==> src/core/bpe_consts.svh <==
`ifndef BPE_CONSTS_SVH
`define BPE_CONSTS_SVH

// Clock and instruction cycle timing
`define BPE_CLK_PERIOD_NS  50
`define BPE_TCY_NS         200
`define BPE_TCY_CLKS       (`BPE_TCY_NS / `BPE_CLK_PERIOD_NS)

// Instruction word layout
`define BPE_IW_WIDTH       14
`define BPE_ADDR_WIDTH     7
`define BPE_DATA_WIDTH     8
`define BPE_FILE_DEPTH     128
`define BPE_DEST_BIT       7

// Opcode patterns, upper six bits of the word
`define BPE_OPC_DEC_SKIP   6'h0B
`define BPE_OPC_INC_SKIP   6'h0F
`define BPE_OPC_OR_REG     6'h04
`define BPE_OPC_STORE      6'h00
`define BPE_OPC_LOAD_IMM   6'h30
`define BPE_OPC_OR_IMM     6'h38

// Reset values and byte constants
`define BPE_ACC_RESET      8'h00
`define BPE_ZERO_RESET     1'h0
`define BPE_BYTE_ZERO      8'h00
`define BPE_BYTE_ONE       8'h01

`endif

==> src/core/bpe_pkg.sv <==
`include "bpe_consts.svh"

package bpe_pkg;

  typedef enum logic [2:0] {
    BPE_OP_OTHER,
    BPE_OP_IDLE,
    BPE_OP_DEC_SKIP,
    BPE_OP_INC_SKIP,
    BPE_OP_OR_REG,
    BPE_OP_OR_IMM,
    BPE_OP_LOAD_IMM,
    BPE_OP_STORE
  } bpe_op_e;

  typedef logic [`BPE_DATA_WIDTH-1:0] bpe_byte_t;

  // Classify an instruction word into one of the handled operations
  function automatic bpe_op_e bpe_decode(input logic [`BPE_IW_WIDTH-1:0] iw);
    bpe_op_e op;
    op = BPE_OP_OTHER;
    unique case (iw[13:8])
      `BPE_OPC_DEC_SKIP: op = BPE_OP_DEC_SKIP;
      `BPE_OPC_INC_SKIP: op = BPE_OP_INC_SKIP;
      `BPE_OPC_OR_REG:   op = BPE_OP_OR_REG;
      `BPE_OPC_STORE: begin
        if (iw[`BPE_DEST_BIT]) begin
          op = BPE_OP_STORE;
        end else if (iw[6:0] == 7'h00) begin
          op = BPE_OP_IDLE;
        end
      end
      `BPE_OPC_LOAD_IMM: op = BPE_OP_LOAD_IMM;
      `BPE_OPC_OR_IMM:   op = BPE_OP_OR_IMM;
      default:           op = BPE_OP_OTHER;
    endcase
    return op;
  endfunction

  // Zero test shared by every flag update
  function automatic logic bpe_is_zero(input bpe_byte_t v);
    return (v == `BPE_BYTE_ZERO);
  endfunction

endpackage

==> src/core/bpe_exec.sv <==
`timescale 1ns/100ps
`include "bpe_consts.svh"

// Functional notes
// [RQ1] Decrement, write per d, skip when zero
// [RQ2] Increment, write per d, skip on wrap
// [RQ3] Skip ops keep flags; nonzero runs next
// [RQ4] OR accumulator with register, d picks target
// [RQ5] OR immediate into accumulator, update zero
// [RQ6] Load immediate, flags kept, dont-cares zero
// [RQ7] Store accumulator to seven-bit address
// [RQ8] Zero flag set on zero, else cleared
module bpe_exec
  import bpe_pkg::*;
#(
  parameter int TCY_CLKS = `BPE_TCY_CLKS
) (
  // Clock and reset
  input  wire logic        clk_sys,
  input  wire logic        rst,
  // Instruction stream
  input  wire logic        instr_valid,
  input  wire logic [13:0] instr_word,
  output logic             instr_ready,
  // Core state
  output logic [7:0]       accum_q,
  output logic             zero_flag_q,
  output logic             skip_pending_q,
  output logic             idle_slot_q,
  output logic             unhandled_q,
  // File register observation
  input  wire logic [6:0]  obs_addr,
  output logic [7:0]       obs_data
);

  // Refuse an instruction cycle shorter than one clock
  if (TCY_CLKS < 1) begin : g_tcy_chk
    $error("bpe_exec: instruction cycle must span at least one clock");
  end

  localparam int CNT_W = (TCY_CLKS > 1) ? $clog2(TCY_CLKS) : 1;
  localparam logic [CNT_W-1:0] CNT_LAST = CNT_W'(TCY_CLKS - 1);
  localparam logic [CNT_W-1:0] CNT_ZERO = '0;

  logic [CNT_W-1:0] tcy_cnt_reg;
  logic             tcy_en;
  logic             take;
  logic             squash;
  bpe_op_e          op;
  logic             dest_file;
  logic [6:0]       f_addr;
  bpe_byte_t        imm;
  bpe_byte_t        f_data;
  bpe_byte_t        result;
  logic             wr_en;
  logic             acc_load;
  logic             zero_upd;
  logic             skip_set;
  bpe_byte_t        accum_reg;
  logic             zero_flag_reg;
  logic             skip_pending_reg;
  logic             idle_slot_reg;
  logic             unhandled_reg;

  // Instruction cycle enable divider
  always_ff @(posedge clk_sys or posedge rst) begin
    if (rst) begin
      tcy_cnt_reg <= CNT_ZERO;
    end else if (tcy_cnt_reg == CNT_LAST) begin
      tcy_cnt_reg <= CNT_ZERO;
    end else begin
      tcy_cnt_reg <= tcy_cnt_reg + 1'b1;
    end
  end

  assign tcy_en      = (tcy_cnt_reg == CNT_LAST);
  assign instr_ready = tcy_en;
  assign take        = tcy_en && instr_valid;
  assign squash      = take && skip_pending_reg;

  // Field extraction
  assign op        = bpe_decode(instr_word);
  assign dest_file = instr_word[`BPE_DEST_BIT];
  assign f_addr    = instr_word[6:0];
  assign imm       = instr_word[7:0];

  bpe_file_regs u_file_regs (
    .clk_sys  (clk_sys),
    .rst      (rst),
    .rd_addr  (f_addr),
    .rd_data  (f_data),
    .wr_en    (wr_en),
    .wr_addr  (f_addr),
    .wr_data  (result),
    .obs_addr (obs_addr),
    .obs_data (obs_data)
  );

  // Result and destination selection
  always_comb begin
    result   = accum_reg;
    wr_en    = 1'b0;
    acc_load = 1'b0;
    zero_upd = 1'b0;
    skip_set = 1'b0;
    if (take && !squash) begin
      unique case (op)
        BPE_OP_DEC_SKIP: begin
          result   = f_data - `BPE_BYTE_ONE; // RQ1
          wr_en    = dest_file; // RQ1
          acc_load = !dest_file; // RQ1
          skip_set = bpe_is_zero(result); // RQ1 RQ3
        end
        BPE_OP_INC_SKIP: begin
          result   = f_data + `BPE_BYTE_ONE; // RQ2
          wr_en    = dest_file; // RQ2
          acc_load = !dest_file; // RQ2
          skip_set = bpe_is_zero(result); // RQ2 RQ3
        end
        BPE_OP_OR_REG: begin
          result   = accum_reg | f_data; // RQ4
          wr_en    = dest_file; // RQ4
          acc_load = !dest_file; // RQ4
          zero_upd = 1'b1; // RQ4
        end
        BPE_OP_OR_IMM: begin
          result   = accum_reg | imm; // RQ5
          acc_load = 1'b1; // RQ5
          zero_upd = 1'b1; // RQ5
        end
        BPE_OP_LOAD_IMM: begin
          result   = imm; // RQ6
          acc_load = 1'b1; // RQ6
        end
        BPE_OP_STORE: begin
          result = accum_reg; // RQ7
          wr_en  = 1'b1; // RQ7
        end
        BPE_OP_IDLE, BPE_OP_OTHER: begin
          result = accum_reg;
        end
      endcase
    end
  end

  // Accumulator
  always_ff @(posedge clk_sys or posedge rst) begin
    if (rst) begin
      accum_reg <= `BPE_ACC_RESET;
    end else if (acc_load) begin
      accum_reg <= result;
    end
  end

  // Zero flag, touched only by OR operations
  always_ff @(posedge clk_sys or posedge rst) begin
    if (rst) begin
      zero_flag_reg <= `BPE_ZERO_RESET;
    end else if (zero_upd) begin
      zero_flag_reg <= bpe_is_zero(result); // RQ8
    end
  end

  // Skip pending until the next instruction is turned into an idle slot
  always_ff @(posedge clk_sys or posedge rst) begin
    if (rst) begin
      skip_pending_reg <= 1'b0;
    end else if (skip_set) begin
      skip_pending_reg <= 1'b1; // RQ1 RQ2
    end else if (squash) begin
      skip_pending_reg <= 1'b0;
    end
  end

  // Idle slot and unhandled markers, one clock each
  always_ff @(posedge clk_sys or posedge rst) begin
    if (rst) begin
      idle_slot_reg <= 1'b0;
      unhandled_reg <= 1'b0;
    end else begin
      idle_slot_reg <= squash || (take && op == BPE_OP_IDLE);
      unhandled_reg <= take && !squash && op == BPE_OP_OTHER;
    end
  end

  assign accum_q        = accum_reg;
  assign zero_flag_q    = zero_flag_reg;
  assign skip_pending_q = skip_pending_reg;
  assign idle_slot_q    = idle_slot_reg;
  assign unhandled_q    = unhandled_reg;

  logic live;
  assign live = take && !skip_pending_reg;
endmodule

==> src/core/bpe_file_regs.sv <==
`timescale 1ns/100ps
`include "bpe_consts.svh"

module bpe_file_regs
  import bpe_pkg::*;
#(
  parameter int ADDR_W = `BPE_ADDR_WIDTH,
  parameter int DEPTH  = `BPE_FILE_DEPTH
) (
  // Clock and reset
  input  wire logic              clk_sys,
  input  wire logic              rst,
  // Execution read port
  input  wire logic [ADDR_W-1:0] rd_addr,
  output logic      [7:0]        rd_data,
  // Execution write port
  input  wire logic              wr_en,
  input  wire logic [ADDR_W-1:0] wr_addr,
  input  wire logic [7:0]        wr_data,
  // Observation port
  input  wire logic [ADDR_W-1:0] obs_addr,
  output logic      [7:0]        obs_data
);

  // Refuse a depth that the address cannot reach
  if (DEPTH > (1 << ADDR_W) || DEPTH < 1) begin : g_depth_chk
    $error("bpe_file_regs: depth does not fit the address width");
  end

  bpe_byte_t mem_reg [DEPTH];

  // File register array, cleared at reset
  always_ff @(posedge clk_sys or posedge rst) begin
    if (rst) begin
      for (int i = 0; i < DEPTH; i++) begin
        mem_reg[i] <= `BPE_BYTE_ZERO;
      end
    end else if (wr_en) begin
      mem_reg[wr_addr] <= wr_data;
    end
  end

  // Asynchronous reads
  assign rd_data  = mem_reg[rd_addr];
  assign obs_data = mem_reg[obs_addr];

endmodule

==> config.mk <==
export PLATFORM = sky130hd
export DESIGN_NAME = bpe_exec
export DESIGN_NICKNAME = d
export VERILOG_FILES = /design/src/core/bpe_pkg.sv /design/src/core/bpe_exec.sv /design/src/core/bpe_file_regs.sv
export VERILOG_INCLUDE_DIRS = /design/src /design/src/core
export SDC_FILE = /design/constraint.sdc
export NUM_CORES = 2
export LEC_CHECK = 0
export BUFFER_PORTS_ARGS = -buffer_cell sky130_fd_sc_hd__buf_2
export CAP_MARGIN = 20
export CORE_MARGIN = 3
export CORE_UTILIZATION = 40
export DETAILED_ROUTE_END_ITERATION = 10
export PLACE_DENSITY = 0.65
export REMOVE_ABC_BUFFERS = 1
export SLEW_MARGIN = 20
export SYNTH_ARGS = -nofsm -noshare
export SYNTH_HDL_FRONTEND = slang
export SYNTH_SLANG_ARGS = --single-unit
==> constraint.sdc <==
create_clock -name clk_sys -period 61.4 [get_ports clk_sys]
set_input_delay 12.28 -clock clk_sys [delete_from_list [all_inputs] [get_ports clk_sys]]
set_output_delay 12.28 -clock clk_sys [all_outputs]
set_load 0.02 [all_outputs]
### Yosys cells after proc, flatten, opt, wreduce, memory -nomap -nowiden

Cells that the tools add are included.

| word-level totals | value |
|---|---|
| input bits | 24 |
| output and inout bits | 21 |
| register bits | 1038 |
| word-level logic and storage cells | 202 |

| operators by class | value |
|---|---|
| magnitude comparators | 3 |
| equality and inequality tests | 13 |
| mux-type cells | 25 |
| reductions and logical operators | 20 |
| add/subtract/negate cells | 3 |
| bitwise gates (word level) | 4 |

Operators by type and width:

| kind | count |
|---|---|
| bitwise mux 1024 bit | 1 |
| binary-select mux 8 bit (select 7 bit) | 2 |
| demux 8 bit (select 7 bit) | 1 |
| two-way mux 8 bit | 6 |
| one-hot mux 8 bit (6 select lines) | 1 |
| zero test 8 bit | 3 |
| one-hot mux 3 bit (6 select lines) | 1 |
| >= comparator 8 bit, second input constant | 2 |
| NOT 7 -> 8 bit | 2 |
| OR 8 bit | 2 |
| equality test 3 bit, second input constant | 4 |
| equality test 6 x 4 -> 1 bit, second input constant | 2 |
| equality test 6 bit, second input constant | 2 |
| adder 8 x 1 -> 8 bit, second input constant | 1 |
| less-than comparator 8 x 1 -> 1 bit, second input constant | 1 |
| two-way mux 1 bit | 8 |
| subtractor 8 x 1 -> 8 bit, second input constant | 1 |
| zero test 7 bit | 1 |
| equality test 3 x 2 -> 1 bit, second input constant | 2 |
| equality test 6 x 3 -> 1 bit, second input constant | 1 |
| logical AND 1 bit | 6 |
| zero test 6 bit | 1 |
| one-hot mux 1 bit (2 select lines) | 3 |
| OR reduction 3 bit | 2 |
| other kinds (10) | 12 |

### Depth between registers and ports, before layout

| logic depth | value |
|---|---|
| depth in word-level cells | 9 |
| depth in mapped cells | 22 |
| mapped depth without buffers | 13 |

### Modules after synthesis

A second synthesis with hierarchy kept.

| second synthesis, totals | value |
|---|---|
| cells, all modules | 3402 |
| area, all modules | 56008.7 µm² |

By module, submodules not included:

| module | seq. area each (µm²) | area each (µm²) | instances | cells an instance |
|---|---|---|---|---|
| bpe_file_regs | 25624.6 | 54488.5 | 1 | 3207 |
| bpe_exec | 350.3 | 1520.2 | 1 | 195 |

### Least setup slack after synthesis

Ideal clock, no wire load.

| path | value |
|---|---|
| path kind | input -> output |
| from | in obs_addr[0] |
| to | out obs_data[0] |
| path buffers | 3 |
| arrival | 15203 ps |
| path slack | 33917 ps |
| stages | 7 |
| data required time | 49120 ps |
| path through | clkbuf_1 > buf_1 > buf_1 > mux4_2 > mux4_2 > mux4_2 > mux2_2 |

| between the ends | value |
|---|---|
| longest elaborated chain between the ends | 4 |

Ends and longest elaborated chain:

| item | line | text |
|---|---|---|
| start: declaration | bpe_exec.sv:32 | `input wire logic [6:0] obs_addr,` |
| NOT 7 -> 8 bit (implied by the code) | bpe_file_regs.sv:45 | `assign obs_data = mem_reg[obs_addr];` |
| binary-select mux 8 bit (select 7 bit) | bpe_file_regs.sv:45 |  |
| two-way mux 8 bit (implied by the code) (2 in series) | bpe_file_regs.sv:45 |  |
| end: declaration | bpe_exec.sv:33 | `output logic [7:0] obs_data` |

Every way passes these cells. The select of a mux whose other input is x is not followed.

### Worst setup path in the final report

| path | value |
|---|---|
| from | in obs_addr[1] |
| to | out obs_data[3] |

Same word-level chain as after synthesis.

==> impl_metrics.py <==
metrics = {
    "outcome": {
        "status": "finished clean",
    },
    "clocking": {
        "clk_pin_slew_ns": 0.05,
        "clkSinkCount": 1038,
        "clockBufferDepth": 3,
        "post-cts-setup-buffer-count": 0,
        "cts_buffers": 111,
        "htreeDepth": 3,
        "clkLatencyLatePin_ns": 0.73,
        "post_cts_resized": 0,
        "root_buffer": "clkbuf_16",
        "cts_tree": "yes",
        "cts_hold_buf": 0,
    },
    "pwr": {
        "p_per_area_nw_per_um2": 25.27,
        "ir_worst_vdd_uv": 22.52,
        "finalPower_w": 0.001514,
        "leakage_nw": 24.42,
    },
    "die": {
        "rows": 134,
        "io_pins": 45,
        "fp.dieW_um": 374.9,
        "die_h_um": 374.9,
        "start_util_pct": 40.54,
        "dieArea_um2": 140600,
        "core_area_um2": 134300,
    },
    "synthesis": {
        "ys.flop_type": "dfrtp_1",
        "netlist-cell-type-count": 85,
        "synth_area_um2": 54440,
        "synth_edf_count": 0,
        "synthCells": 5013,
        "ys_seq_area_share_pct": 47.71,
        "synthArstFlopShare_pct": 100.0,
        "synth.ff_latch_count": 1038,
        "syn_area_per_cell_um2": 10.86,
        "yosys_warnings": 0,
    },
    "setup_path": {
        "worst_setup_path_start_kind": "primary input",
        "arrival_ns": 16.56,
        "crit_required_ns": 49.12,
        "worstSetupPathType": "in -> out",
        "setup.worst_path.end_class": "primary output",
        "path_max_fanout": 75,
    },
    "sta": {
        "worst_pin_slew_ns": 1.171,
        "slew_headroom_pct": 19.93,
        "rsz0062_at_grt": "false",
        "slew_violations": 0,
        "clock.fmax_ghz": 0.03467,
        "skew_ns": 0.04228,
        "fin_crit_ns": 28.84,
        "post-route-period-util_pct": 46.97,
        "hold_viol_final": 0,
        "final.setup.tns_ns": 0,
        "timing.final.ws_setup_ns": 32.56,
        "setup_violations": 0,
    },
    "grt": {
        "grt_max_degree": 165,
        "grt.overflow.total": 0,
        "grt_pass1_wl_um": 274600,
        "antenna_found_initial": 8,
        "grt_pass1_vias": 41224,
        "grtUsageTotal_pct": 25.56,
    },
    "min_path": {
        "min_path_type": "reg -> reg",
    },
    "place": {
        "hpwl_um": 118000,
        "port-buffer-count": 44,
        "dpl_worst_slack_ns": 32.66,
        "place_congestion": 0.9643,
    },
    "layout": {
        "utilization_pct": 44.60,
        "largest_reg_flops": 1024,
        "drive_gt1_share_pct": 19.30,
        "syn_to_final_growth_pct": 10.03,
        "nets": 4818,
        "nFillCells": 12172,
    },
    "drt": {
        "num_vias": 42489,
        "drc": 0,
        "via_per_inst": 6.387,
        "firstDrtPassIters": 8,
        "wl_per_cell_um": 27.16,
        "totalWireLength_um": 180700,
        "ant_nets": 0,
        "drt-initial-drc-count": 5620,
    },
    "flow_run": {
        "cap_violations": 0,
    },
}
## layer usage
| layer | part of all wire (%) | vias to the layer above | GRT usage, % |
|---|---|---|---|
| met5 | 0.038 | - | 0 |
| met1 | 39 | 21315 | 35.44 |
| met3 | 12 | 494 | 7.480 |
| met4 | 4.4 | 10 | 10.54 |
| met2 | 44 | 2707 | 37.65 |
| li1 | - | 17963 | - |
## cells in the final DEF (no fill, tap or decap), drive strengths merged, types with 12 or more instances in the layout
cell,instances
a21oi,142
buf,141
nor3,29
mux2,66
clkinv,29
mux2i,59
a221oi,107
mux4,478
a22oi,45
and2,12
nor2,155
nand3b,15
nand2,1113
dfrtp,1038
a22o,16
a221o,13
bufinv,17
nor2b,16
o21ai,976
o221ai,14
inv,18
o22ai,20
nand3,22
clkbuf,149
## logic make-up after synthesis
family | synth area share (%)
AO/OA/AOI/OAI | 15.39
XOR/XNOR | 0.1126
adder cells (fa/ha/maj) | 0.1149
buffers and inverters | 3.859
flip-flops | 47.71
multiplexers | 22.26
AND/OR/NAND/NOR | 10.54
## through the flow
| step | std cells | cell area, um2 | hold WS (ns) |
|---|---|---|---|
| after floorplan | 4535 | 52400 | 0.4031 |
| after global placement | 6443 | 55860 | 0.4128 |
| after detailed placement | 6443 | 55860 | 0.4242 |
| after CTS | 6649 | 59850 | 0.4308 |
| after global routing | 6650 | 59900 | 0.4594 |
| final | 6652 | 59900 | 0.4293 |
## cell usage after synthesis, types with 45 or more instances
cell         n  area (um2)
a21oi_1    142       710.7
a221oi_1   106       928.4
a22oi_1     45       337.8
buf_1       53       198.9
buf_2       82       410.4
clkbuf_1   311        1167
dfrtp_1   1038       25970
mux2_2      65       732.0
mux2i_1     56       560.5
mux4_2     478       10770
nand2_1   1113        4178
nor2_1     155       581.8
o21ai_0    967        4840
## final timing paths
check / slack, ns / to / cells past startpoint / from
worst max-delay path: 32.56 / obs_data[3] / 8 / obs_addr[1]
worst min-delay path: 0.43 / tcy_cnt_reg[0]$_DFF_PP0_ / 1 / tcy_cnt_reg[0]$_DFF_PP0_
worst max register to register: 55.00 / u_file_regs.mem_reg[326]$_DFFE_PP0P_ / 12 / u_file_regs.mem_reg[108]$_DFFE_PP0P_
worst min register to register: 0.43 / tcy_cnt_reg[0]$_DFF_PP0_ / 1 / tcy_cnt_reg[0]$_DFF_PP0_
max in group asynchronous: 46.70 / u_file_regs.mem_reg[334]$_DFFE_PP0P_ / 5 / rst
min in group asynchronous: 11.72 / u_file_regs.mem_reg[664]$_DFFE_PP0P_ / 2 / rst
## report_power, final
group	total [W]	leakage, nW	internal (W)	switching, W
clock network	0.000735	1.96	0.000438	0.000297
registers	0.000685	14.5	0.000684	0.000000534
logic	0.0000938	7.96	0.0000251	0.0000687
total	0.00151	24.4	0.00115	0.000366
## worst max-delay path, cell delays in order
cell	delay, ns
buf_8	0.46
buf_4	0.71
buf_4	0.86
mux4_2	0.41
mux4_2	0.53
mux4_2	0.57
mux2_2	0.40
buf_2	0.19
## area by class of cell
| class | count | area, um2 | area share (%) |
|---|---|---|---|
| repair buffers | 141 | 1052 | 1.757 |
| clock inverters | 57 | 780.7 | 1.303 |
| flip-flops and latches | 1038 | 25970 | 43.36 |
| multi-input cells | 3481 | 26590 | 44.39 |
| inverters | 16 | 70.07 | 0.1170 |
| clock buffers | 149 | 3214 | 5.366 |
| well taps | 1768 | 2212 | 3.693 |
| diodes | 2 | 5.005 | 0.008355 |
(Power assumes the default switching activity.)
